File: config.mk
export PLATFORM = sky130hd
export DESIGN_NAME = nbp_ctrl
export DESIGN_NICKNAME = d
export VERILOG_FILES = /design/src/nbp_pkg.sv /design/src/nbp_bus_cycle.sv /design/src/nbp_ctrl.sv
export VERILOG_INCLUDE_DIRS = /design/src
export SDC_FILE = /design/constraint.sdc
export NUM_CORES = 1
export LEC_CHECK = 0
export BUFFER_PORTS_ARGS = -buffer_cell sky130_fd_sc_hd__buf_2
export CORE_ASPECT_RATIO = 1.1
export CORE_MARGIN = 3
export CORE_UTILIZATION = 40
export CTS_CLUSTER_DIAMETER = 60
export DETAILED_ROUTE_END_ITERATION = 12
export MAX_ROUTING_LAYER = met4
export SLEW_MARGIN = 10
export SYNTH_ARGS = -nofsm -noshare
export SYNTH_HDL_FRONTEND = slang
export SYNTH_SLANG_ARGS = --single-unit
File: constraint.sdc
create_clock -name clk_sys_i -period 14.8 [get_ports clk_sys_i]
set_input_delay 1.48 -clock clk_sys_i [delete_from_list [all_inputs] [get_ports clk_sys_i]]
set_output_delay 1.48 -clock clk_sys_i [all_outputs]
set_load 0.03 [all_outputs]
File: src/nbp_params.svh
// Constants for the flash block protection command controller
`ifndef NBP_PARAMS_SVH
`define NBP_PARAMS_SVH

// System clock period in ns
`define NBP_CLK_NS         10.0
// Flash data bus width and block field position
`define NBP_DQ_W           16
`define NBP_BLK_LSB        12

// Software register offsets
`define NBP_REG_CMD        8'h00
`define NBP_REG_BLK        8'h04
`define NBP_REG_DATA       8'h08
`define NBP_REG_PORT       8'h0C
`define NBP_REG_STAT       8'h10
`define NBP_REG_RES        8'h14
`define NBP_REG_PW         8'h20
// Status bit positions
`define NBP_ST_BUSY        0
`define NBP_ST_DONE        1
`define NBP_ST_FAIL        2
`define NBP_ST_TRIES       4
// Reset values
`define NBP_RST_WORD       16'h0000
`define NBP_RST_TRIES      4'h0

// Unlock cycle addresses and data
`define NBP_ADR_UNL1       12'h555
`define NBP_ADR_UNL2       12'h2AA
`define NBP_DAT_UNL1       16'h00AA
`define NBP_DAT_UNL2       16'h0055
// Command codes
`define NBP_CMD_PW_PROG    16'h0038
`define NBP_CMD_PW_VERIFY  16'h00C8
`define NBP_CMD_PW_UNLOCK  16'h0028
`define NBP_CMD_BIT_PROG   16'h0060
`define NBP_CMD_MASTER     16'h00F1
`define NBP_CMD_PPB_STAT   16'h0090
`define NBP_CMD_LOCK_SET   16'h0078
`define NBP_CMD_STATUS     16'h0058
`define NBP_CMD_DYB        16'h0048
// Data of the later cycles
`define NBP_DAT_PROG1      16'h0068
`define NBP_DAT_PROG2      16'h0048
`define NBP_DAT_ERASE1     16'h0060
`define NBP_DAT_ERASE2     16'h0040
`define NBP_DAT_DYB_SET    16'h0001
`define NBP_DAT_DYB_CLR    16'h0000
// Low address of the protection bits
`define NBP_ADR_PPB        12'h002
`define NBP_ADR_PML        12'h00A
`define NBP_ADR_SML        12'h012
`define NBP_ADR_BLK        12'h000

// Least waits
`define NBP_T_PW_GAP_US    2
`define NBP_T_PROG_US      100
`define NBP_T_ERASE_MS     1.2

`endif

File: src/nbp_pkg.sv
// Types of the flash block protection command controller
`include "nbp_params.svh"
package nbp_pkg;
	typedef enum logic [3:0] {
		nbp_pw_prog, nbp_pw_verify, nbp_pw_unlock, nbp_ppb_prog,
		nbp_master_set, nbp_ppb_status, nbp_ppb_erase, nbp_lock_set,
		nbp_lock_status, nbp_dyb_set, nbp_dyb_clear, nbp_dyb_status,
		nbp_pml_prog, nbp_pml_status, nbp_sml_prog, nbp_sml_status
	} nbp_op_t;
	typedef enum logic [1:0] {nbp_k_write, nbp_k_read, nbp_k_end} nbp_kind_t;
	typedef struct packed {
		nbp_kind_t             kind;
		logic [11:0]           low;
		logic [`NBP_DQ_W-1:0]  dat;
	} nbp_step_t;
endpackage

File: src/nbp_bus_cycle.sv
// One asynchronous flash bus cycle, write or read
`timescale 1ns/1ps
`include "nbp_params.svh"
module nbp_bus_cycle #(
	parameter int ADDR_W     = 21,
	parameter int STROBE_CYC = 4
) (
	input  wire logic                 clk_sys_i,
	input  wire logic                 rst_i,
	input  wire logic                 ce_i,
	input  wire logic                 start_i,
	input  wire logic                 read_i,
	input  wire logic [ADDR_W-1:0]    addr_i,
	input  wire logic [`NBP_DQ_W-1:0] data_i,
	output logic                      done_o,
	output logic [`NBP_DQ_W-1:0]      rdata_o,
	output logic [ADDR_W-1:0]         flash_addr_o,
	input  wire logic [`NBP_DQ_W-1:0] flash_dq_i,
	output logic [`NBP_DQ_W-1:0]      flash_dq_o,
	output logic                      flash_dq_oe_o,
	output logic                      flash_ce_n_o,
	output logic                      flash_we_n_o,
	output logic                      flash_oe_n_o
);
	typedef enum logic [1:0] {bc_idle, bc_setup, bc_strobe, bc_hold}
		nbp_bc_state_t;

	nbp_bc_state_t state;
	logic [4:0]    cnt;
	logic          rd;

	if (STROBE_CYC < 1 || STROBE_CYC > 16) begin : g_bad_strobe
		$error("Strobe length must be 1 to 16 cycles");
	end

	// Setup, strobe, then a hold cycle with data still driven
	always_ff @(posedge clk_sys_i or posedge rst_i) begin
		if (rst_i) begin
			state         <= bc_idle;
			cnt           <= 5'h00;
			rd            <= 1'b0;
			done_o        <= 1'b0;
			rdata_o       <= `NBP_RST_WORD;
			flash_addr_o  <= '0;
			flash_dq_o    <= `NBP_RST_WORD;
			flash_dq_oe_o <= 1'b0;
			flash_ce_n_o  <= 1'b1;
			flash_we_n_o  <= 1'b1;
			flash_oe_n_o  <= 1'b1;
		end else if (ce_i) begin
			done_o <= 1'b0;
			unique case (state)
				bc_idle: if (start_i) begin
					flash_addr_o  <= addr_i;
					flash_dq_o    <= data_i;
					rd            <= read_i;
					flash_ce_n_o  <= 1'b0;
					flash_dq_oe_o <= !read_i;
					state         <= bc_setup;
				end
				bc_setup: begin
					flash_we_n_o <= rd;
					flash_oe_n_o <= !rd;
					cnt          <= 5'(STROBE_CYC - 1);
					state        <= bc_strobe;
				end
				bc_strobe: if (cnt == 5'h00) begin
					// Device latches on the rising write strobe
					flash_we_n_o <= 1'b1;
					flash_oe_n_o <= 1'b1;
					if (rd) begin
						rdata_o <= flash_dq_i;
					end
					state <= bc_hold;
				end else begin
					cnt <= cnt - 5'h01;
				end
				bc_hold: begin
					flash_ce_n_o  <= 1'b1;
					flash_dq_oe_o <= 1'b0;
					done_o        <= 1'b1;
					state         <= bc_idle;
				end
			endcase
		end
	end
endmodule

File: src/nbp_ctrl.sv
// Host controller issuing flash block protection command sequences
//
// Decided for this implementation: the address-and-strobe port and the placing of the registers.
`timescale 1ns/1ps
`include "nbp_params.svh"
module nbp_ctrl #(
	parameter int ADDR_W     = 21,
	parameter int STROBE_CYC = 4,
	parameter int MAX_TRIES  = 4,
	parameter int PROG_WAIT  =
		int'($ceil(`NBP_T_PROG_US * 1000.0 / `NBP_CLK_NS)),
	parameter int ERASE_WAIT =
		int'($ceil(`NBP_T_ERASE_MS * 1.0e6 / `NBP_CLK_NS))
) (
	input  wire logic                 clk_sys_i,
	input  wire logic                 rst_i,
	input  wire logic                 ce_i,
	input  wire logic [7:0]           sw_addr_i,
	input  wire logic [31:0]          sw_wdata_i,
	input  wire logic                 sw_wr_i,
	input  wire logic                 sw_rd_i,
	output logic [31:0]               sw_rdata_o,
	output logic [ADDR_W-1:0]         flash_addr_o,
	input  wire logic [`NBP_DQ_W-1:0] flash_dq_i,
	output logic [`NBP_DQ_W-1:0]      flash_dq_o,
	output logic                      flash_dq_oe_o,
	output logic                      flash_ce_n_o,
	output logic                      flash_we_n_o,
	output logic                      flash_oe_n_o
);
	localparam int BLK_W    = ADDR_W - `NBP_BLK_LSB;
	localparam int GAP_WAIT =
		int'($ceil(`NBP_T_PW_GAP_US * 1000.0 / `NBP_CLK_NS));

	typedef enum logic [1:0] {st_idle, st_issue, st_cycle, st_wait}
		nbp_state_t;

	if (BLK_W < 1 || BLK_W > 32 || MAX_TRIES < 1 || MAX_TRIES > 15 ||
		PROG_WAIT < 1 || ERASE_WAIT < 1) begin : g_bad_param
		$error("Unsupported controller parameters");
	end

	nbp_state_t              state;
	nbp_pkg::nbp_op_t        op_q;
	logic [2:0]              step;
	logic [3:0]              tries;
	logic [31:0]             wait_cnt;
	logic [31:0]             gap_cnt;
	logic [BLK_W-1:0]        blk;
	logic [`NBP_DQ_W-1:0]    wdat;
	logic [1:0]              portion;
	logic [`NBP_DQ_W-1:0]    pw [4];
	logic [`NBP_DQ_W-1:0]    result;
	logic                    done;
	logic                    fail;
	nbp_pkg::nbp_step_t      cur;
	logic [1:0]              pw_idx;
	logic                    start;
	logic                    cyc_done;
	logic [`NBP_DQ_W-1:0]    cyc_rdata;
	logic                    cmd_wr;
	logic                    stat_wr;
	logic                    finish;
	logic                    chk;
	logic                    ok;
	logic                    retry;
	logic                    complete;

	// Builds one step of a sequence
	function automatic nbp_pkg::nbp_step_t mk(input nbp_pkg::nbp_kind_t k,
		input logic [11:0] a, input logic [`NBP_DQ_W-1:0] d);
		mk = '{kind: k, low: a, dat: d};
	endfunction

	function automatic logic is_prog(input nbp_pkg::nbp_op_t op);
		is_prog = op == nbp_pkg::nbp_ppb_prog ||
			op == nbp_pkg::nbp_pml_prog || op == nbp_pkg::nbp_sml_prog;
	endfunction

	// Command code of the third cycle
	function automatic logic [`NBP_DQ_W-1:0] cmd_of(
		input nbp_pkg::nbp_op_t op);
		unique case (op)
			nbp_pkg::nbp_pw_prog:     cmd_of = `NBP_CMD_PW_PROG;
			nbp_pkg::nbp_pw_verify:   cmd_of = `NBP_CMD_PW_VERIFY;
			nbp_pkg::nbp_pw_unlock:   cmd_of = `NBP_CMD_PW_UNLOCK;
			nbp_pkg::nbp_master_set:  cmd_of = `NBP_CMD_MASTER;
			nbp_pkg::nbp_ppb_status:  cmd_of = `NBP_CMD_PPB_STAT;
			nbp_pkg::nbp_lock_set:    cmd_of = `NBP_CMD_LOCK_SET;
			nbp_pkg::nbp_lock_status,
			nbp_pkg::nbp_dyb_status:  cmd_of = `NBP_CMD_STATUS;
			nbp_pkg::nbp_dyb_set,
			nbp_pkg::nbp_dyb_clear:   cmd_of = `NBP_CMD_DYB;
			nbp_pkg::nbp_ppb_prog, nbp_pkg::nbp_ppb_erase,
			nbp_pkg::nbp_pml_prog, nbp_pkg::nbp_pml_status,
			nbp_pkg::nbp_sml_prog,
			nbp_pkg::nbp_sml_status:  cmd_of = `NBP_CMD_BIT_PROG;
		endcase
	endfunction

	// Least wait before step n, zero when none
	function automatic int gap_of(input nbp_pkg::nbp_op_t op,
		input logic [2:0] n);
		if (is_prog(op) && n == 3'd4) begin
			gap_of = PROG_WAIT;
		end else if (op == nbp_pkg::nbp_ppb_erase && n == 3'd4) begin
			gap_of = ERASE_WAIT;
		end else if (op == nbp_pkg::nbp_pw_unlock && n >= 3'd4 &&
			n <= 3'd6) begin
			gap_of = GAP_WAIT;
		end else begin
			gap_of = 0;
		end
	endfunction

	// Address low part and data of step st; upper data bits zero except in password writes
	function automatic nbp_pkg::nbp_step_t step_of(
		input nbp_pkg::nbp_op_t op, input logic [2:0] st,
		input logic [1:0] prt, input logic [`NBP_DQ_W-1:0] wd,
		input logic [`NBP_DQ_W-1:0] password_portion_data);
		logic [11:0] loc;
		loc = op == nbp_pkg::nbp_pml_prog || op == nbp_pkg::nbp_pml_status ?
			`NBP_ADR_PML :
			op == nbp_pkg::nbp_sml_prog || op == nbp_pkg::nbp_sml_status ?
			`NBP_ADR_SML : `NBP_ADR_PPB;
		step_of = mk(nbp_pkg::nbp_k_end, `NBP_ADR_BLK, `NBP_RST_WORD);
		if (st == 3'd0) begin
			step_of = mk(nbp_pkg::nbp_k_write, `NBP_ADR_UNL1,
				`NBP_DAT_UNL1);
		end else if (st == 3'd1) begin
			step_of = mk(nbp_pkg::nbp_k_write, `NBP_ADR_UNL2,
				`NBP_DAT_UNL2);
		end else if (st == 3'd2) begin
			step_of = mk(nbp_pkg::nbp_k_write, `NBP_ADR_UNL1,
				cmd_of(op));
		end else begin
			unique case (op)
				nbp_pkg::nbp_pw_prog: if (st == 3'd3) begin
					step_of = mk(nbp_pkg::nbp_k_write, {10'h000, prt}, wd);
				end
				nbp_pkg::nbp_pw_verify: if (st == 3'd3) begin
					step_of = mk(nbp_pkg::nbp_k_read, {10'h000, prt},
						`NBP_RST_WORD);
				end
				nbp_pkg::nbp_pw_unlock: if (st <= 3'd6) begin
					step_of = mk(nbp_pkg::nbp_k_write,
						{10'h000, 2'(st - 3'd3)}, password_portion_data);
				end
				nbp_pkg::nbp_ppb_prog, nbp_pkg::nbp_pml_prog,
				nbp_pkg::nbp_sml_prog: begin
					if (st == 3'd3) begin
						step_of = mk(nbp_pkg::nbp_k_write, loc,
							`NBP_DAT_PROG1);
					end else if (st == 3'd4) begin
						step_of = mk(nbp_pkg::nbp_k_write, loc,
							`NBP_DAT_PROG2);
					end else if (st == 3'd5) begin
						step_of = mk(nbp_pkg::nbp_k_read, loc,
							`NBP_RST_WORD);
					end
				end
				nbp_pkg::nbp_ppb_erase: begin
					if (st == 3'd3) begin
						step_of = mk(nbp_pkg::nbp_k_write, `NBP_ADR_PPB,
							`NBP_DAT_ERASE1);
					end else if (st == 3'd4) begin
						step_of = mk(nbp_pkg::nbp_k_write, `NBP_ADR_PPB,
							`NBP_DAT_ERASE2);
					end else if (st == 3'd5) begin
						step_of = mk(nbp_pkg::nbp_k_read, `NBP_ADR_PPB,
							`NBP_RST_WORD);
					end
				end
				nbp_pkg::nbp_ppb_status: if (st == 3'd3) begin
					step_of = mk(nbp_pkg::nbp_k_read, `NBP_ADR_PPB,
						`NBP_RST_WORD);
				end
				nbp_pkg::nbp_lock_status, nbp_pkg::nbp_dyb_status:
					if (st == 3'd3) begin
					step_of = mk(nbp_pkg::nbp_k_read, `NBP_ADR_BLK,
						`NBP_RST_WORD);
				end
				nbp_pkg::nbp_dyb_set: if (st == 3'd3) begin
					step_of = mk(nbp_pkg::nbp_k_write, `NBP_ADR_BLK,
						`NBP_DAT_DYB_SET);
				end
				nbp_pkg::nbp_dyb_clear: if (st == 3'd3) begin
					step_of = mk(nbp_pkg::nbp_k_write, `NBP_ADR_BLK,
						`NBP_DAT_DYB_CLR);
				end
				nbp_pkg::nbp_pml_status, nbp_pkg::nbp_sml_status: begin
					if (st == 3'd3) begin
						step_of = mk(nbp_pkg::nbp_k_write, loc,
							`NBP_DAT_PROG2);
					end else if (st == 3'd4) begin
						step_of = mk(nbp_pkg::nbp_k_read, loc,
							`NBP_RST_WORD);
					end
				end
				nbp_pkg::nbp_master_set, nbp_pkg::nbp_lock_set: ;
			endcase
		end
	endfunction

	// Current step and its outcome
	assign pw_idx   = 2'(step - 3'd3);
	assign cur      = step_of(op_q, step, portion, wdat, pw[pw_idx]);
	assign start    = state == st_issue && cur.kind != nbp_pkg::nbp_k_end;
	assign cmd_wr   = sw_wr_i && sw_addr_i == `NBP_REG_CMD;
	assign stat_wr  = sw_wr_i && sw_addr_i == `NBP_REG_STAT;
	assign finish   = state == st_issue && cur.kind == nbp_pkg::nbp_k_end;
	assign chk      = is_prog(op_q) || op_q == nbp_pkg::nbp_ppb_erase;
	assign ok       = is_prog(op_q) ? result[0] : !result[0];
	assign retry    = finish && chk && !ok && tries < 4'(MAX_TRIES);
	assign complete = finish && !retry;

	// Block address drives the bits from A12 upward
	nbp_bus_cycle #(
		.ADDR_W     (ADDR_W),
		.STROBE_CYC (STROBE_CYC)
	) u_cycle (
		.clk_sys_i     (clk_sys_i),
		.rst_i         (rst_i),
		.ce_i          (ce_i),
		.start_i       (start),
		.read_i        (cur.kind == nbp_pkg::nbp_k_read),
		.addr_i        ({blk, cur.low}),
		.data_i        (cur.dat),
		.done_o        (cyc_done),
		.rdata_o       (cyc_rdata),
		.flash_addr_o  (flash_addr_o),
		.flash_dq_i    (flash_dq_i),
		.flash_dq_o    (flash_dq_o),
		.flash_dq_oe_o (flash_dq_oe_o),
		.flash_ce_n_o  (flash_ce_n_o),
		.flash_we_n_o  (flash_we_n_o),
		.flash_oe_n_o  (flash_oe_n_o)
	);

	// Operand registers; held steady while a sequence runs
	always_ff @(posedge clk_sys_i or posedge rst_i) begin
		if (rst_i) begin
			blk     <= '0;
			wdat    <= `NBP_RST_WORD;
			portion <= 2'b00;
			pw      <= '{default: `NBP_RST_WORD};
		end else if (ce_i && sw_wr_i && state == st_idle) begin
			if (sw_addr_i == `NBP_REG_BLK) begin
				blk <= sw_wdata_i[BLK_W-1:0];
			end
			if (sw_addr_i == `NBP_REG_DATA) begin
				wdat <= sw_wdata_i[`NBP_DQ_W-1:0];
			end
			if (sw_addr_i == `NBP_REG_PORT) begin
				portion <= sw_wdata_i[1:0];
			end
			if (sw_addr_i[7:4] == `NBP_REG_PW >> 4) begin
				pw[sw_addr_i[3:2]] <= sw_wdata_i[`NBP_DQ_W-1:0];
			end
		end
	end

	// Sequencer; a command write while busy is dropped
	always_ff @(posedge clk_sys_i or posedge rst_i) begin
		if (rst_i) begin
			state    <= st_idle;
			op_q     <= nbp_pkg::nbp_pw_prog;
			step     <= 3'd0;
			tries    <= `NBP_RST_TRIES;
			wait_cnt <= 32'h0000_0000;
			result   <= `NBP_RST_WORD;
		end else if (ce_i) begin
			unique case (state)
				st_idle: if (cmd_wr) begin
					op_q  <= nbp_pkg::nbp_op_t'(sw_wdata_i[3:0]);
					step  <= 3'd0;
					tries <= 4'h1;
					state <= st_issue;
				end
				st_issue: if (finish) begin
					if (retry) begin
						step  <= 3'd0;
						tries <= tries + 4'h1;
					end else begin
						state <= st_idle;
					end
				end else begin
					state <= st_cycle;
				end
				st_cycle: if (cyc_done) begin
					if (cur.kind == nbp_pkg::nbp_k_read) begin
						result <= cyc_rdata;
					end
					step <= step + 3'd1;
					if (gap_of(op_q, step + 3'd1) != 0) begin
						wait_cnt <= 32'(gap_of(op_q, step + 3'd1) - 1);
						state    <= st_wait;
					end else begin
						state <= st_issue;
					end
				end
				st_wait: if (wait_cnt == 32'h0000_0000) begin
					state <= st_issue;
				end else begin
					wait_cnt <= wait_cnt - 32'h0000_0001;
				end
			endcase
		end
	end

	// Completion flags; completion wins over a clear in the same cycle
	always_ff @(posedge clk_sys_i or posedge rst_i) begin
		if (rst_i) begin
			done <= 1'b0;
			fail <= 1'b0;
		end else if (ce_i) begin
			if (complete) begin
				done <= 1'b1;
				fail <= chk && !ok;
			end else if (cmd_wr && state == st_idle) begin
				done <= 1'b0;
				fail <= 1'b0;
			end else if (stat_wr && sw_wdata_i[`NBP_ST_DONE]) begin
				done <= 1'b0;
			end
		end
	end

	// Read data stand one cycle after the strobe, zero otherwise
	always_ff @(posedge clk_sys_i or posedge rst_i) begin
		if (rst_i) begin
			sw_rdata_o <= 32'h0000_0000;
		end else if (ce_i) begin
			sw_rdata_o <= 32'h0000_0000;
			if (sw_rd_i) begin
				if (sw_addr_i == `NBP_REG_CMD) begin
					sw_rdata_o <= {28'h000_0000, op_q};
				end else if (sw_addr_i == `NBP_REG_BLK) begin
					sw_rdata_o <= 32'(blk);
				end else if (sw_addr_i == `NBP_REG_DATA) begin
					sw_rdata_o <= {16'h0000, wdat};
				end else if (sw_addr_i == `NBP_REG_PORT) begin
					sw_rdata_o <= {30'h0000_0000, portion};
				end else if (sw_addr_i == `NBP_REG_STAT) begin
					sw_rdata_o <= {24'h00_0000, tries, 1'b0, fail, done,
						state != st_idle};
				end else if (sw_addr_i == `NBP_REG_RES) begin
					sw_rdata_o <= {16'h0000, result};
				end else if (sw_addr_i[7:4] == `NBP_REG_PW >> 4) begin
					sw_rdata_o <= {16'h0000, pw[sw_addr_i[3:2]]};
				end
			end
		end
	end

	// Helper: cycles since the last bus cycle ended, saturating
	always_ff @(posedge clk_sys_i or posedge rst_i) begin
		if (rst_i) begin
			gap_cnt <= 32'h0000_0000;
		end else if (ce_i) begin
			if (cyc_done) begin
				gap_cnt <= 32'h0000_0000;
			end else if (gap_cnt != 32'hFFFF_FFFF) begin
				gap_cnt <= gap_cnt + 32'h0000_0001;
			end
		end
	end
endmodule

* After elaboration in Yosys (flattened, before gate mapping) *
Memories as Yosys holds them, arrays and structs flattened.
Cells that the tools add are included.

operators by class
  add/subtract/negate cells = 6
  order comparisons = 7
  equal/unequal tests = 45
  multiplexer cells = 87
  bitwise operators = 2
  reductions and logical operators = 65

operators by type and width
  cell                                                number
  2-to-1 mux 30 bit                                   18
  2-to-1 mux 32 bit                                   10
  one-hot mux 30 bit (10 select lines)                1
  2-to-1 mux 16 bit                                   13
  binary-select mux 16 bit (select 2 bit)             2
  bitwise mux 64 bit                                  1
  one-hot mux 32 bit (2 select lines)                 1
  2-to-1 mux 17 bit                                   2
  demux 16 bit (select 2 bit)                         1
  == test 4 bit, second input constant                8
  zero test 32 bit                                    1
  nonzero test 32 bit                                 1
  subtractor 32 x 1 -> 32 bit, second input constant  1
  subtractor 32 x 2 -> 32 bit, second input constant  1
  logical AND 1 bit                                   18
  inequality test 2 bit, second input constant        9
  AND reduction 3 bit                                 6
  == test 8 x 4 -> 1 bit, second input constant       2
  == test 8 x 5 -> 1 bit, second input constant       2
  2-to-1 mux 2 bit                                    8
  one-hot mux 2 bit (4 select lines)                  2
  2-to-1 mux 5 bit                                    3
  AND reduction 5 bit                                 3
  == test 4 x 2 -> 1 bit, second input constant       3
  41 further kinds                                    95

storage, ports and cells
  register bits = 252
  memory bits (read-only) = 96
  input port bits = 61
  output and inout bits = 73
  memories = 1

memory list
  memory           words  bits a word  read ports  clocked after memory_dff  wr ports  RTL line        text
  (no name shown)  16     6            1           0                         0         nbp_ctrl.sv:83  unique case (op)

* Depth between registers and ports, before layout *
Gate-level depths: netlist (run 1).

  depth in word-level cells = 20
  gate-level depth with buffers = 14
  depth with buffers taken out = 11

* Hierarchy *
A second synthesis (run 1) with hierarchy kept.

second synthesis, totals
  cell total of the unflattened synthesis = 1104
  area, all modules = 12560.8 um^2

by module, submodules not included
  module         times used  cells an instance  area an instance (um^2)  sequential area each (um^2)
  nbp_ctrl       1           918                9845.7                   4254.1
  nbp_bus_cycle  1           186                2715.1                   1655.3

* Worst setup path before layout (run 1) *
Ideal clock, no wire load.

  path kind = input to register
  from = input port sw_addr_i[2]
  to = register sw_rdata_o[4]
  library setup time = 128 ps
  data arrival time = 3397 ps
  slack = 11275 ps
  stages on the path = 7
  cells stage by stage = clkbuf_1 > buf_1 > mux4_2 > nand2_1 > nand2_1 > a221oi_1 > o2bb2ai_1

on the way
  word-level cells in the longest chain between the ends = 12
  elaborated cells on any way between the ends = 18
  those cells by class = eq/ne (5); mux (11); bitwise (1); reduce/logical (1)

RTL lines
  item                                                   RTL line         text
  start, declared                                        nbp_ctrl.sv:18   input wire logic [7:0] sw_addr_i,
  NOT 2 -> 3 bit (implied by the code)                   nbp_ctrl.sv:350  sw_rdata_o <= {16'h0000, pw[sw_addr_i[3:2]]};
  binary-select mux 16 bit (select 2 bit)                nbp_ctrl.sv:350
  2-to-1 mux 16 bit (implied by the code) (2 in series)  nbp_ctrl.sv:350
  2-to-1 mux 16 bit                                      nbp_ctrl.sv:349  end else if (sw_addr_i[7:4] == `NBP_REG_PW >> 4) begin
  2-to-1 mux 16 bit                                      nbp_ctrl.sv:347  end else if (sw_addr_i == `NBP_REG_RES) begin
  2-to-1 mux 16 bit                                      nbp_ctrl.sv:344  end else if (sw_addr_i == `NBP_REG_STAT) begin
  2-to-1 mux 16 bit                                      nbp_ctrl.sv:342  end else if (sw_addr_i == `NBP_REG_PORT) begin
  2-to-1 mux 16 bit                                      nbp_ctrl.sv:340  end else if (sw_addr_i == `NBP_REG_DATA) begin
  2-to-1 mux 16 bit                                      nbp_ctrl.sv:338  end else if (sw_addr_i == `NBP_REG_BLK) begin
  2-to-1 mux 16 bit *                                    nbp_ctrl.sv:336  if (sw_addr_i == `NBP_REG_CMD) begin
  2-to-1 mux 16 bit *                                    nbp_ctrl.sv:335  if (sw_rd_i) begin
  end signal, assigned                                   nbp_ctrl.sv:337  sw_rdata_o <= {28'h000_0000, op_q};
  end signal, assigned                                   nbp_ctrl.sv:339  sw_rdata_o <= 32'(blk);
  end signal, assigned                                   nbp_ctrl.sv:341  sw_rdata_o <= {16'h0000, wdat};
  end, declared                                          nbp_ctrl.sv:22   output logic [31:0] sw_rdata_o,

Every way passes the cells marked *; elsewhere a longest branch is shown, timed or not. The select of a mux whose other input is x is not followed.
A chain may end at the register's enable or synchronous reset.

* Final worst setup path (run 1) *
  from = register op_q[0]
  to = register result[14]

on the way
  word-level cells in the longest chain between the ends = 8
  elaborated cells on any way between the ends = 23
  those cells by class = eq/ne (14); mux (4); reduce/logical (5)

RTL lines
  item                                                             RTL line         text
  start, declared                                                  nbp_ctrl.sv:44   nbp_pkg::nbp_op_t op_q;
  start signal, assigned                                           nbp_ctrl.sv:267  op_q <= nbp_pkg::nbp_pw_prog;
  start signal, assigned                                           nbp_ctrl.sv:275  op_q <= nbp_pkg::nbp_op_t'(sw_wdata_i[3:0]);
  == test 4 x 2 -> 1 bit / == test 4 bit (equally long branches)   nbp_ctrl.sv:137  unique case (op)
  OR reduction 3 bit / OR reduction 2 bit (equally long branches)  nbp_ctrl.sv:137
  one-hot mux 30 bit (10 select lines) *                           nbp_ctrl.sv:137
  2-to-1 mux 30 bit *                                              nbp_ctrl.sv:133  end else if (st == 3'd2) begin
  2-to-1 mux 30 bit *                                              nbp_ctrl.sv:130  end else if (st == 3'd1) begin
  2-to-1 mux 30 bit *                                              nbp_ctrl.sv:127  if (st == 3'd0) begin
  == test 2 x 1 -> 1 bit *                                         nbp_ctrl.sv:291  if (cur.kind == nbp_pkg::nbp_k_read) begin
  AND reduction 4 bit (no source line) *                           n/a
  end signal, assigned                                             nbp_ctrl.sv:271  result <= `NBP_RST_WORD;
  end signal, assigned                                             nbp_ctrl.sv:292  result <= cyc_rdata;
  end, declared                                                    nbp_ctrl.sv:53   logic [`NBP_DQ_W-1:0] result;

Every way passes the cells marked *; elsewhere a longest branch is shown, timed or not.

==> metrics.md, run 1 <==
| Metric | Value |
|---|---|
| Ports | 134 |
| Sequential area share after synthesis | 46.98% |
| Top cells by area, synth | dfrtp_1 (46%), mux2_2 (14%), mux4_2 (5.9%) |
| Gpl congestion | 0.8707 |
| Fin crit period | 4.309 ns |
| Largest net degree at the start of global routing | 91 |
| Launching element type of the critical path | flop |
| Reg2Reg Depth | 8 |
| Most area-hungry cell type in the Yosys netlist | dfrtp_1 |
| Ys Warns | 0 |
| CTS tree | yes |
| Pwr/cell area | 135.2 nW/um^2 |
| DR WL/cell | 20.17 um |
| Via/cell ratio | 5.739 |
| DPL Wire Length | 21,570 um |
| Synth top area share | 46.34% |
| Leakage power | 6.385 nW |
| Post-synth EDFFs | 0 |
| Htree depth | 1 |
| # rows | 66 |
| Worst path required time | 15.21 ns |
| Drt pass-1 iters | 5 |
| IO buf count | 100 |
| Final period util | 29.11% |
| Post-synthesis sequential element count | 230 |
| Fmax | 0.2321 GHz |
| Simple-Gate Fraction of Synth Area | 10.29% |
| RSZ-0062 raised after global routing | false |
| Post_cts resized | 0 |
| Util after Layout | 46.53% |
| FILL cells | 2,815 |
| Placed inst area | 13,000 um^2 |
| Combinational family with the most area after synthesis | multiplexers |
| Multi-input logic area | 5993 um^2 |
| Worst VDD drop | 81.62 uV |
| Die width | 172.9 um |
| Final antenna-violating net count | 0 |
| Share of cells above drive strength 1 | 30.44% |
| Core region area | 29,890 um^2 |
| Worst-path maximum fanout | 16 |
| CTS Buf Count | 29 |
| Fin. max-slew vios | 0 |
| Post-synthesis mux area share | 20.41% |
| Main flop type after synthesis | dfrtp_1 |
| Worst hold stages | 2 |
| Die Footprint | 32,790 um^2 |
| CTS sink cnt | 230 |
| Clock Skew | 0.01776 ns |
| Worst hold path type | flop to flop |
| Endpoints failing hold | 0 |
| Register Area | 5759 um^2 |
| Worst slew pin tran | 1.214 ns |
| Post-Syn Instances | 1,092 |
| Slew Limit Headroom | 18.52% |
| Outcome | finished, final reports clean |
| Vias in the first global route | 9,132 |
| Post-CTS Hold Fix Bufs | 0 |
| Total gr overflow | 0 |
| Final TNS setup | 0 ns |
| Synthesis-to-layout area growth | 13.45% |
| Synth Area in Adders | 3.062% |
| Mapped Area | 12,260 um^2 |
| Initial antenna violation count | 1 |
| Async S/R FF share, synth | 100.0% |
| Finish-stage setup viols | 0 |
| Endpoint class of the critical path | flop |
| Vias post-DR | 9,154 |
| WL final | 32,170 um |
| Later-pin clock latency in the skew report | 0.54 ns |
| Post-CTS setup buffers | 0 |
| DR iter-0 viols | 863 |
| Final-stage net count | 1,257 |
| Xor/xnor share of the synthesized area | 0% |
| Syn_area_per_cell | 11.23 um^2 |
| Max Buffers Root-to-Sink | 3 |
| Max-Cap Viols | 0 |
| Clock Tree Root | clkbuf_16 |
| Clock transition at path regs | 0.06 ns |
| Initial Util | 41.01% |
| DRC | 0 |
| Crit Path Category | flop to flop |
| Global-route wire length before repair | 51,500 um |
| Gr usage total | 20.04% |
| Die height | 189.6 um |
| WP data arrival | 4.72 ns |
| Post-synthesis compound-gate area fraction | 14.58% |
| Yosys cell types | 72 |
| Design area | 13,910 um^2 |
==> layout by cell type (no fill, tap or decap), types with 23 or more instances in the layout <==
cell       synthesis  final
a21oi_1           41     41
buf_2             11    100
a22oi_1           23     23
ha_1              30     30
o21ai_0           53     53
nor2_1            71     71
mux2_2           152    152
inv_1             37     36
dfrtp_1          227    227
nand2_1           74     74
clkbuf_16          0     29
mux4_2            32     32
==> worst max-delay path, stage by stage, from the launching register on <==
cell     delay, ns
dfrtp_1       0.44
inv_1         0.20
ha_1          0.38
nor2_1        0.11
o21ai_0       0.39
o21ai_1       0.53
nor3_1        0.65
nand4_1       0.89
mux2_2        0.59
==> cell type report <==
type / count / share of cell area (%)
inverters: 37 / 1.053
flip-flops and latches: 230 / 41.41
clock buffers: 40 / 5.874
multi-input cells: 756 / 43.09
repair buffers: 112 / 4.246
diodes: 1 / 0.01799
clock inverters: 11 / 0.6387
well taps: 408 / 3.670
==> stage by stage <==
stage / setup WS [ns] / hold slack, ns / cells / power (W)
after CTS: 10.43 / 0.4654 / 1594 / 0.001896
after detailed placement: 10.04 / 0.4561 / 1543 / 0.001226
after global routing: 10.18 / 0.4907 / 1595 / 0.001982
after floorplan: 7.020 / 0.4414 / 1108 / 0.001114
after global placement: 10.15 / 0.4618 / 1543 / 0.001215
final: 10.49 / 0.4638 / 1595 / 0.001880
==> report_power, final <==
group	internal [W]	switching (W)	total [W]
Clock	0.000389	0.000278	0.000666
Sequential	0.000709	0.0000631	0.000772
Combinational	0.000164	0.000278	0.000442
Total	0.00126	0.000618	0.00188
==> final timing paths <==
check / from / to / slack (ns)
setup / recovery: op_q[0] / result[14] / 10.49
min in group asynchronous: rst_i / wait_cnt[13] / 1.03
hold reg to reg: u_cycle.flash_ce_n_o / u_cycle.flash_ce_n_o / 0.46
max in group asynchronous: rst_i / u_cycle.flash_dq_o[10] / 12.38
setup reg to reg: op_q[0] / result[14] / 10.49
hold / removal: u_cycle.flash_ce_n_o / u_cycle.flash_ce_n_o / 0.46
==> metal layers <==
metal	vias up	routed length [um]	track usage (%)
met2	261	15580	32.78
met3	63	1645	2.874
met1	4658	14050	26.10
met4	0	888	6.145
li1	4172	-	-
met5	-	0	-
==> registers in the layout, summed over array words and instances, names as in the netlist, 2 cells and up <==
register and cells:
blk 9, op_q 4, portion 2, pw 64
result 16, state 2, step 3, sw_rdata_o 16
tries 4, u_cycle.cnt 5, u_cycle.flash_addr_o 15, u_cycle.flash_dq_o 16
u_cycle.rdata_o 16, u_cycle.state 2, wait_cnt 32, wdat 16
==> cell usage after synthesis (all sizes together), types with 4 or more instances <==
master / count
nand2b: 15
buf: 41
o31ai: 5
mux2i: 7
a22o: 15
o22a: 6
a22oi: 23
o21a: 14
nor2: 71
a21o: 5
a221o: 4
nor2b: 13
a2bb2oi: 4
nor4: 7
o211ai: 4
mux2: 152
nand2: 74
nor3: 19
and2: 5
and3: 4
inv: 37
o21ai: 56
a21oi: 41
or2: 6
clkbuf: 44
a221oi: 6
or3: 9
nand4: 6
o22ai: 12
o2bb2ai: 11
dfrtp: 227
mux4: 32
ha: 30
nand3: 18
a31oi: 18
==> logic make-up after synthesis <==
kind of cell               count (synthesis)
other                                      1
buffers and inverters                    122
DFF                                      230
AOI/OAI and AO/OA                        259
muxes                                    191
adders and majority gates                 30
and+or+nand+nor                          259
(Power assumes the default switching activity.)
==> run 2, diff against run 1 <==
==> constraint.sdc (replaced) <==
create_clock -name clk_sys_i -period 3.7 [get_ports clk_sys_i]
set_input_delay 0.37 -clock clk_sys_i [delete_from_list [all_inputs] [get_ports clk_sys_i]]
set_output_delay 0.37 -clock clk_sys_i [all_outputs]
set_load 0.03 [all_outputs]
==> run 2 against run 1 <==
Utilization up 0.97 points. Clock power rose to 4.4 times the previous value. Sequential power rose to 4.0 times the previous value. Combinational power grew to 4.1 times the previous value. Setup slack lost 10 ns. Via count is 1.0% higher. Critical endpoint is now wait_cnt[16]. Routed wire length rose by 1.3%. Non-clock buffer count up 20.
==> metrics.md, run 2 (synthesis results as in run 1) <==
| Metric | Value |
|---|---|
| Reg with most FFs | pw |
| Worst-path maximum fanout | 25 (+9) |
| Multi-input logic area | 5997 um^2 (about the same) |
| Final TNS setup | 0 ns (unchanged) |
| Hold path start | flash_dq_i[10] |
| Htree depth | 1 (unchanged) |
| Final-stage net count | 1,277 (+1.6%) |
| WP data arrival | 3.67 ns (-1.05 ns) |
| CTS Buf Count | 29 (unchanged) |
| Fin crit period | 3.243 ns (-1.065 ns) |
| Internal | 0.005317 W (+320%) |
| Initial antenna violation count | 1 (unchanged) |
| DR iter-0 viols | 712 (-17%) |
| Gr usage total | 20.23% (+0.19 points) |
| Share of cells above drive strength 1 | 31.57% (+1.1 points) |
| Hold Slack | 0.05116 ns (-0.4126 ns) |
| Post-place setup slack | 0.3434 ns (-9.701 ns) |
| DPL Wire Length | 22,310 um (+3.4%) |
| Total gr overflow | 0 (unchanged) |
| Clock Tree Root | clkbuf_16 |
| WL final | 32,590 um (+1.3%) |
| Max Buffers Root-to-Sink | 3 (unchanged) |
| IO buf count | 100 (unchanged) |
| Die width | 172.9 um (unchanged) |
| Vias in the first global route | 9,259 (+1.4%) |
| Slew Limit Headroom | 33.97% (+15 points) |
| DR WL/cell | 20.17 um (about the same) |
| Largest net degree at the start of global routing | 86 (-5.5%) |
| RSZ-0062 raised after global routing | false |
| Fmax | 0.3083 GHz (+33%) |
| Clock transition at path regs | 0.06 ns (about the same) |
| CTS sink cnt | 230 (unchanged) |
| RR Endpoint | wait_cnt[16] |
| Worst slew pin tran | 0.9829 ns (-0.2312 ns) |
| Max-Cap Viols | 0 (unchanged) |
| Die height | 189.6 um (unchanged) |
| Reg-to-reg critical path startpoint | op_q[0] |
| Worst hold stages | 2 (unchanged) |
| Launching element type of the critical path | flop |
| Synthesis-to-layout area growth | 15.81% |
| Worst setup margin | 0.4565 ns (-10.03 ns) |
| Final antenna-violating net count | 0 (unchanged) |
| Clock Skew | 0.02130 ns (+0.003543 ns) |
| Vias post-DR | 9,250 (+1.0%) |
| Worst path required time | 4.12 ns (-11.09 ns) |
| Clock power frac | 37.2% (+1.8 points) |
| Later-pin clock latency in the skew report | 0.55 ns (about the same) |
| Drt pass-1 iters | 5 (unchanged) |
| Outcome | finished, final reports clean |
| Fin. max-slew vios | 0 (unchanged) |
| Finish-stage setup viols | 0 (unchanged) |
| Commonest non-fill, non-tap cells in the layout | dfrtp_1 (227), mux2_2 (152), buf_2 (100) |
| Gpl congestion | 0.8998 (+3.3%) |
| Endpoints failing hold | 0 (unchanged) |
| Max reg flops | 64 (unchanged) |
| Worst hold path type | input port to flop |
| Reg2Reg Depth | 11 (+3) |
| Sw Ratio | 31.90% (-0.99 points) |
| Initial Util | 41.01% (unchanged) |
| Pwr/cell area | 549.9 nW/um^2 (+310%) |
| Global-route wire length before repair | 52,050 um (+1.1%) |
| Register Area | 5759 um^2 (unchanged) |
| Worst VDD drop | 361.3 uV (+340%) |
| Via/cell ratio | 5.724 (-0.26%) |
| Flop2flop setup slack | 0.46 ns (-10.03 ns) |
| FILL cells | 2,797 (-0.64%) |
| Commonest non-fill, non-tap cell in the layout | dfrtp_1 |
| CTS tree | yes |
| Leakage power | 6.537 nW (+2.4%) |
| Ports | 134 (unchanged) |
| NetSw | 0.002490 W (+300%) |
| Largest regs | pw (64), wait_cnt (32) |
| Final period util | 87.66% (+59 points) |
| # rows | 66 (unchanged) |
| Die Footprint | 32,790 um^2 (unchanged) |
| Hold EP | u_cycle.rdata_o[10] |
| Core region area | 29,890 um^2 (unchanged) |
| Endpoint class of the critical path | flop |
| DRC | 0 (unchanged) |
| Crit Path Category | flop to flop |
| Combinational share of power | 23.1% (-0.4 points) |
| Register share of total power | 39.7% (-1.4 points) |
run 2: changes by cell type in the layout (fill, tap and decap cells not counted), sizes merged:
| cell | before | now |
|---|---|---|
| buf | 112 | 131 |
| bufinv | 0 | 3 |
| clkbuf | 40 | 43 |
| clkinv | 5 | 1 |
| dlygate4sd3 | 0 | 1 |
| inv | 42 | 41 |
run 2: power groups by stage:
stage | clock network [W] | registers, W | logic, W
after floorplan | 0 | 0.00324 | 0.00122
after global placement | 0 | 0.00312 | 0.00178
after detailed placement | 0 | 0.00313 | 0.00181
after CTS | 0.00297 | 0.00309 | 0.00182
after global routing | 0.00309 | 0.00314 | 0.00200
final | 0.00291 | 0.00310 | 0.00181
run 2: layout make-up:
cell class	count	share of cell area [%]
sequential	230	40.57
timing repair buffer	132	5.587
clock inverter	9	1.013
antenna	1	0.01763
inverter	37	1.005
tap	408	3.596
multi-input combinational	756	42.24
clock buffer	43	5.975
run 2: metal layers:
layer / GRT usage (%) / vias to the layer above / part of all wire, % / wire (um)
met5: - / - / 0 / 0
met4: 7.330 / 0 / 3.4 / 1121
met3: 3.214 / 66 / 5.5 / 1782
met2: 32.23 / 272 / 47 / 15450
met1: 26.42 / 4701 / 44 / 14240
li1: - / 4211 / - / -
run 2: repair_timing:
| item | in CTS | in global routing |
|---|---|---|
| resized for setup | 0 | 2 |
| buffers inserted | 0 | 0 |
| hold buffers | 1 | 0 |
| setup endpoints to repair | 0 | 15 |
| endpoints found under the hold margin | 19 | 0 |
run 2: how the worst max path moves through the flow:
stage	to	cells after the start	startpoint
6_report	wait_cnt[16]	11	op_q[0]
5_1_grt	wait_cnt[16]	11	op_q[0]
4_1_cts	wait_cnt[4]	11	op_q[0]
3_5_place_dp	wait_cnt[4]	11	op_q[0]
3_3_place_gp	wait_cnt[4]	11	op_q[0]
2_1_floorplan	blk[0]	1	rst_i
run 2: critical path: stages, from the launching register on:
cell and delay (ns):
dfrtp_1 0.44, inv_1 0.17, ha_1 0.34, or3b_2 0.51, a211o_1 0.29, nand2_1 0.16
inv_1 0.11, o22ai_2 0.25, and2_1 0.18, buf_4 0.29, o21ai_0 0.15, a22o_1 0.25
run 2: per-stage QoR:
| step | power, W | util [%] | cells | cell area (um^2) |
|---|---|---|---|---|
| global placement | 0.004905 | 44.11 | 1562 | 13190 |
| CTS | 0.007888 | 47.46 | 1615 | 14190 |
| detailed placement | 0.004949 | 44.11 | 1562 | 13190 |
| finish | 0.007807 | 47.49 | 1616 | 14200 |
| floorplan | 0.004457 | - | 1108 | 12320 |
| global route | 0.008233 | 47.49 | 1616 | 14200 |
==> run 3, diff against run 2 <==
--- a/config.mk
+++ b/config.mk
@@ -13,6 +13,7 @@
 export CTS_CLUSTER_DIAMETER = 60
 export DETAILED_ROUTE_END_ITERATION = 12
 export MAX_ROUTING_LAYER = met4
+export REMOVE_ABC_BUFFERS = 1
 export SLEW_MARGIN = 10
 export SYNTH_ARGS = -nofsm -noshare
 export SYNTH_HDL_FRONTEND = slang
==> run 3 against run 2 <==
Sequential power hardly changed. Final cell count is 0.50% higher. Total power is 0.70% lower. Design area is 0.11% higher. Setup slack worse by 0.063 ns. Sequential share of layout area hardly changed. Utilization is 0.054 points higher. Clock skew is 0.0080 ns lower. Clock-buffer cell count is 4 lower. Largest cell class unchanged.
==> metrics.md, run 3 (synthesis results as in run 1) <==
| Metric | Value |
|---|---|
| Fin cells | 1,624 (+0.50%) |
| Share of cells above drive strength 1 | 32.04% (+0.48 points) |
| Final-stage net count | 1,284 (+0.55%) |
| Clock Tree Root | clkbuf_16 |
| Final TNS setup | 0 ns (unchanged) |
| Hold Slack | 0.005041 ns (-0.04612 ns) |
| Crit path cell chain | inv_1, ha_1, or3b_2, a211o_1, nand2_1, inv_1, o22ai_2, and2_1, buf_4, o21ai_0, a22o_1 |
| Worst path most repeated cell | inv_1 |
| Fin. max-slew vios | 0 (unchanged) |
| Vias in the first global route | 9,243 (-0.17%) |
| Final antenna-violating net count | 0 (unchanged) |
| DPL Wire Length | 22,690 um (+1.7%) |
| WL final | 32,550 um (-0.12%) |
| Cell family contributing the most delay on the critical path | simple AND/OR/NAND/NOR gates |
| Worst path max stage delay | 0.52 ns (about the same) |
| Pwr/cell area | 545.4 nW/um^2 (-0.82%) |
| DR WL/cell | 20.04 um (-0.61%) |
| Worst path required time | 4.13 ns (about the same) |
| Post-CTS Hold Fix Bufs | 0 (-1) |
| Crit Path Category | flop to flop |
| IO buf count | 100 (unchanged) |
| Max reg flops | 64 (unchanged) |
| DR iter-0 viols | 659 (-7.4%) |
| Launching element type of the critical path | flop |
| Via/cell ratio | 5.692 (-0.56%) |
| Fmax | 0.3024 GHz (-1.9%) |
| Slew Limit Headroom | 41.32% (+7.4 points) |
| Die width | 172.9 um (unchanged) |
| Vias post-DR | 9,244 (-0.065%) |
| Outcome | finished, final reports clean |
| Finish-stage setup viols | 0 (unchanged) |
| Initial Util | 41.01% (unchanged) |
| Worst-path maximum fanout | 23 (-8.0%) |
| Worst hold path type | input port to asynchronous set/reset pin |
| Ports | 134 (unchanged) |
| Worst slew pin tran | 0.8735 ns (-0.1094 ns) |
| Gr usage total | 20.11% (-0.12 points) |
| Commonest non-fill, non-tap cell in the layout | dfrtp_1 |
| Core region area | 29,890 um^2 (unchanged) |
| # placed instances | 1,571 (+0.58%) |
| Largest regs | pw (64), wait_cnt (32) |
| # rows | 66 (unchanged) |
| Post-place setup slack | 0.4176 ns (+0.07412 ns) |
| Global-route wire length before repair | 51,900 um (-0.29%) |
| FILL cells | 2,864 (+2.4%) |
| Leakage power | 6.551 nW (+0.22%) |
| CTS sink cnt | 230 (unchanged) |
| Die Footprint | 32,790 um^2 (unchanged) |
| Worst VDD drop | 427.7 uV (+18%) |
| Total gr overflow | 0 (unchanged) |
| Worst path bufs/invs | 3 (unchanged) |
| Later-pin clock latency in the skew report | 0.55 ns (about the same) |
| Post_cts resized | 0 (unchanged) |
| Crit-path slowest cell | or3b_2 |
| Fin crit period | 3.307 ns (+0.06315 ns) |
| CTS Buf Count | 28 (-3.4%) |
| Commonest non-fill, non-tap cells in the layout | dfrtp_1 (227), mux2_2 (152), buf_2 (100) |
| Endpoints failing hold | 0 (unchanged) |
| Die height | 189.6 um (unchanged) |
| Clock Skew | 0.01327 ns (-0.008031 ns) |
| DRC | 0 (unchanged) |
| Endpoint class of the critical path | flop |
| RSZ-0062 raised after global routing | false |
| WP data arrival | 3.74 ns (+0.07 ns) |
| Post-CTS setup buffers | 0 (unchanged) |
| CTS tree | yes |
| Synthesis-to-layout area growth | 15.94% |
| Gpl congestion | 0.8890 (-1.2%) |
| Initial antenna violation count | 2 (+1) |
| Max-Cap Viols | 0 (unchanged) |
| Worst setup margin | 0.3934 ns (-0.06315 ns) |
| Final period util | 89.37% (+1.7 points) |
| Reg with most FFs | pw |
| Htree depth | 1 (unchanged) |
| Max Buffers Root-to-Sink | 3 (unchanged) |
| Largest net degree at the start of global routing | 115 (+34%) |
| Drt pass-1 iters | 5 (unchanged) |
| Clock transition at path regs | 0.06 ns (about the same) |
==> run 3: cell types whose count changed in the layout (fill, tap and decap cells not counted), moves of 2 or more <==
cell	change
clkbuf_1	-2
buf_4	+11
buf_12	-2
clkinvlp_4	+2
==> run 3: per-layer routing <==
layer  vias to the layer above  share of wire, %  track usage, %
met5                         -                 0               -
li1                       4218                 -               -
met1                      4668                43           25.77
met4                         0               3.2           6.332
met2                       293                48           32.88
met3                        65               5.8           3.453
==> run 3: worst register-to-register path, delay by kind of cell, from the launching register on <==
kind,cells,cell delay [ns]
AO/OA/AOI/OAI,4,0.90
adder cells (fa/ha/maj),1,0.37
buffers and inverters,3,0.57
flip-flops,1,0.44
AND/OR/NAND/NOR,3,0.92
==> run 3: path summary, 6_finish.rpt <==
path	from	end	slack, ns	depth (start not counted)
setup / recovery	op_q[0]	wait_cnt[16]	0.39	11
hold / removal	rst_i	wait_cnt[13]	0.005	2
setup reg to reg	op_q[0]	wait_cnt[16]	0.39	11
hold reg to reg	u_cycle.flash_ce_n_o	u_cycle.flash_ce_n_o	0.48	2
max in group asynchronous	rst_i	u_cycle.flash_addr_o[15]	2.68	3
min in group clk_sys_i	flash_dq_i[2]	u_cycle.rdata_o[2]	0.06	2
==> run 3: metrics by stage <==
stage	total power, W	cell area [um^2]	utilization, %
2_1_floorplan	0.004359	11890	-
3_3_place_gp	0.004898	13230	44.27
3_5_place_dp	0.004943	13230	44.27
4_1_cts	0.007828	14210	47.53
5_1_grt	0.008151	14210	47.55
6_report	0.007752	14210	47.55
==> run 3: power by group <==
| group | internal [W] | switching, W | total (W) |
|---|---|---|---|
| combinational | 0.000686 | 0.00111 | 0.00180 |
| clock | 0.00174 | 0.00113 | 0.00287 |
| sequential | 0.00283 | 0.000254 | 0.00309 |
==> run 3: cell type report <==
| cell class | instances | area [um^2] | share of cell area, % |
|---|---|---|---|
| multi-input combinational | 756 | 5991 | 42.15 |
| sequential | 230 | 5759 | 40.52 |
| timing repair buffer | 140 | 825.8 | 5.810 |
| clock buffer | 39 | 802.0 | 5.643 |
| tap | 408 | 510.5 | 3.592 |
| clock inverter | 12 | 173.9 | 1.224 |
| inverter | 37 | 146.4 | 1.030 |
| antenna | 2 | 5.005 | 0.03521 |
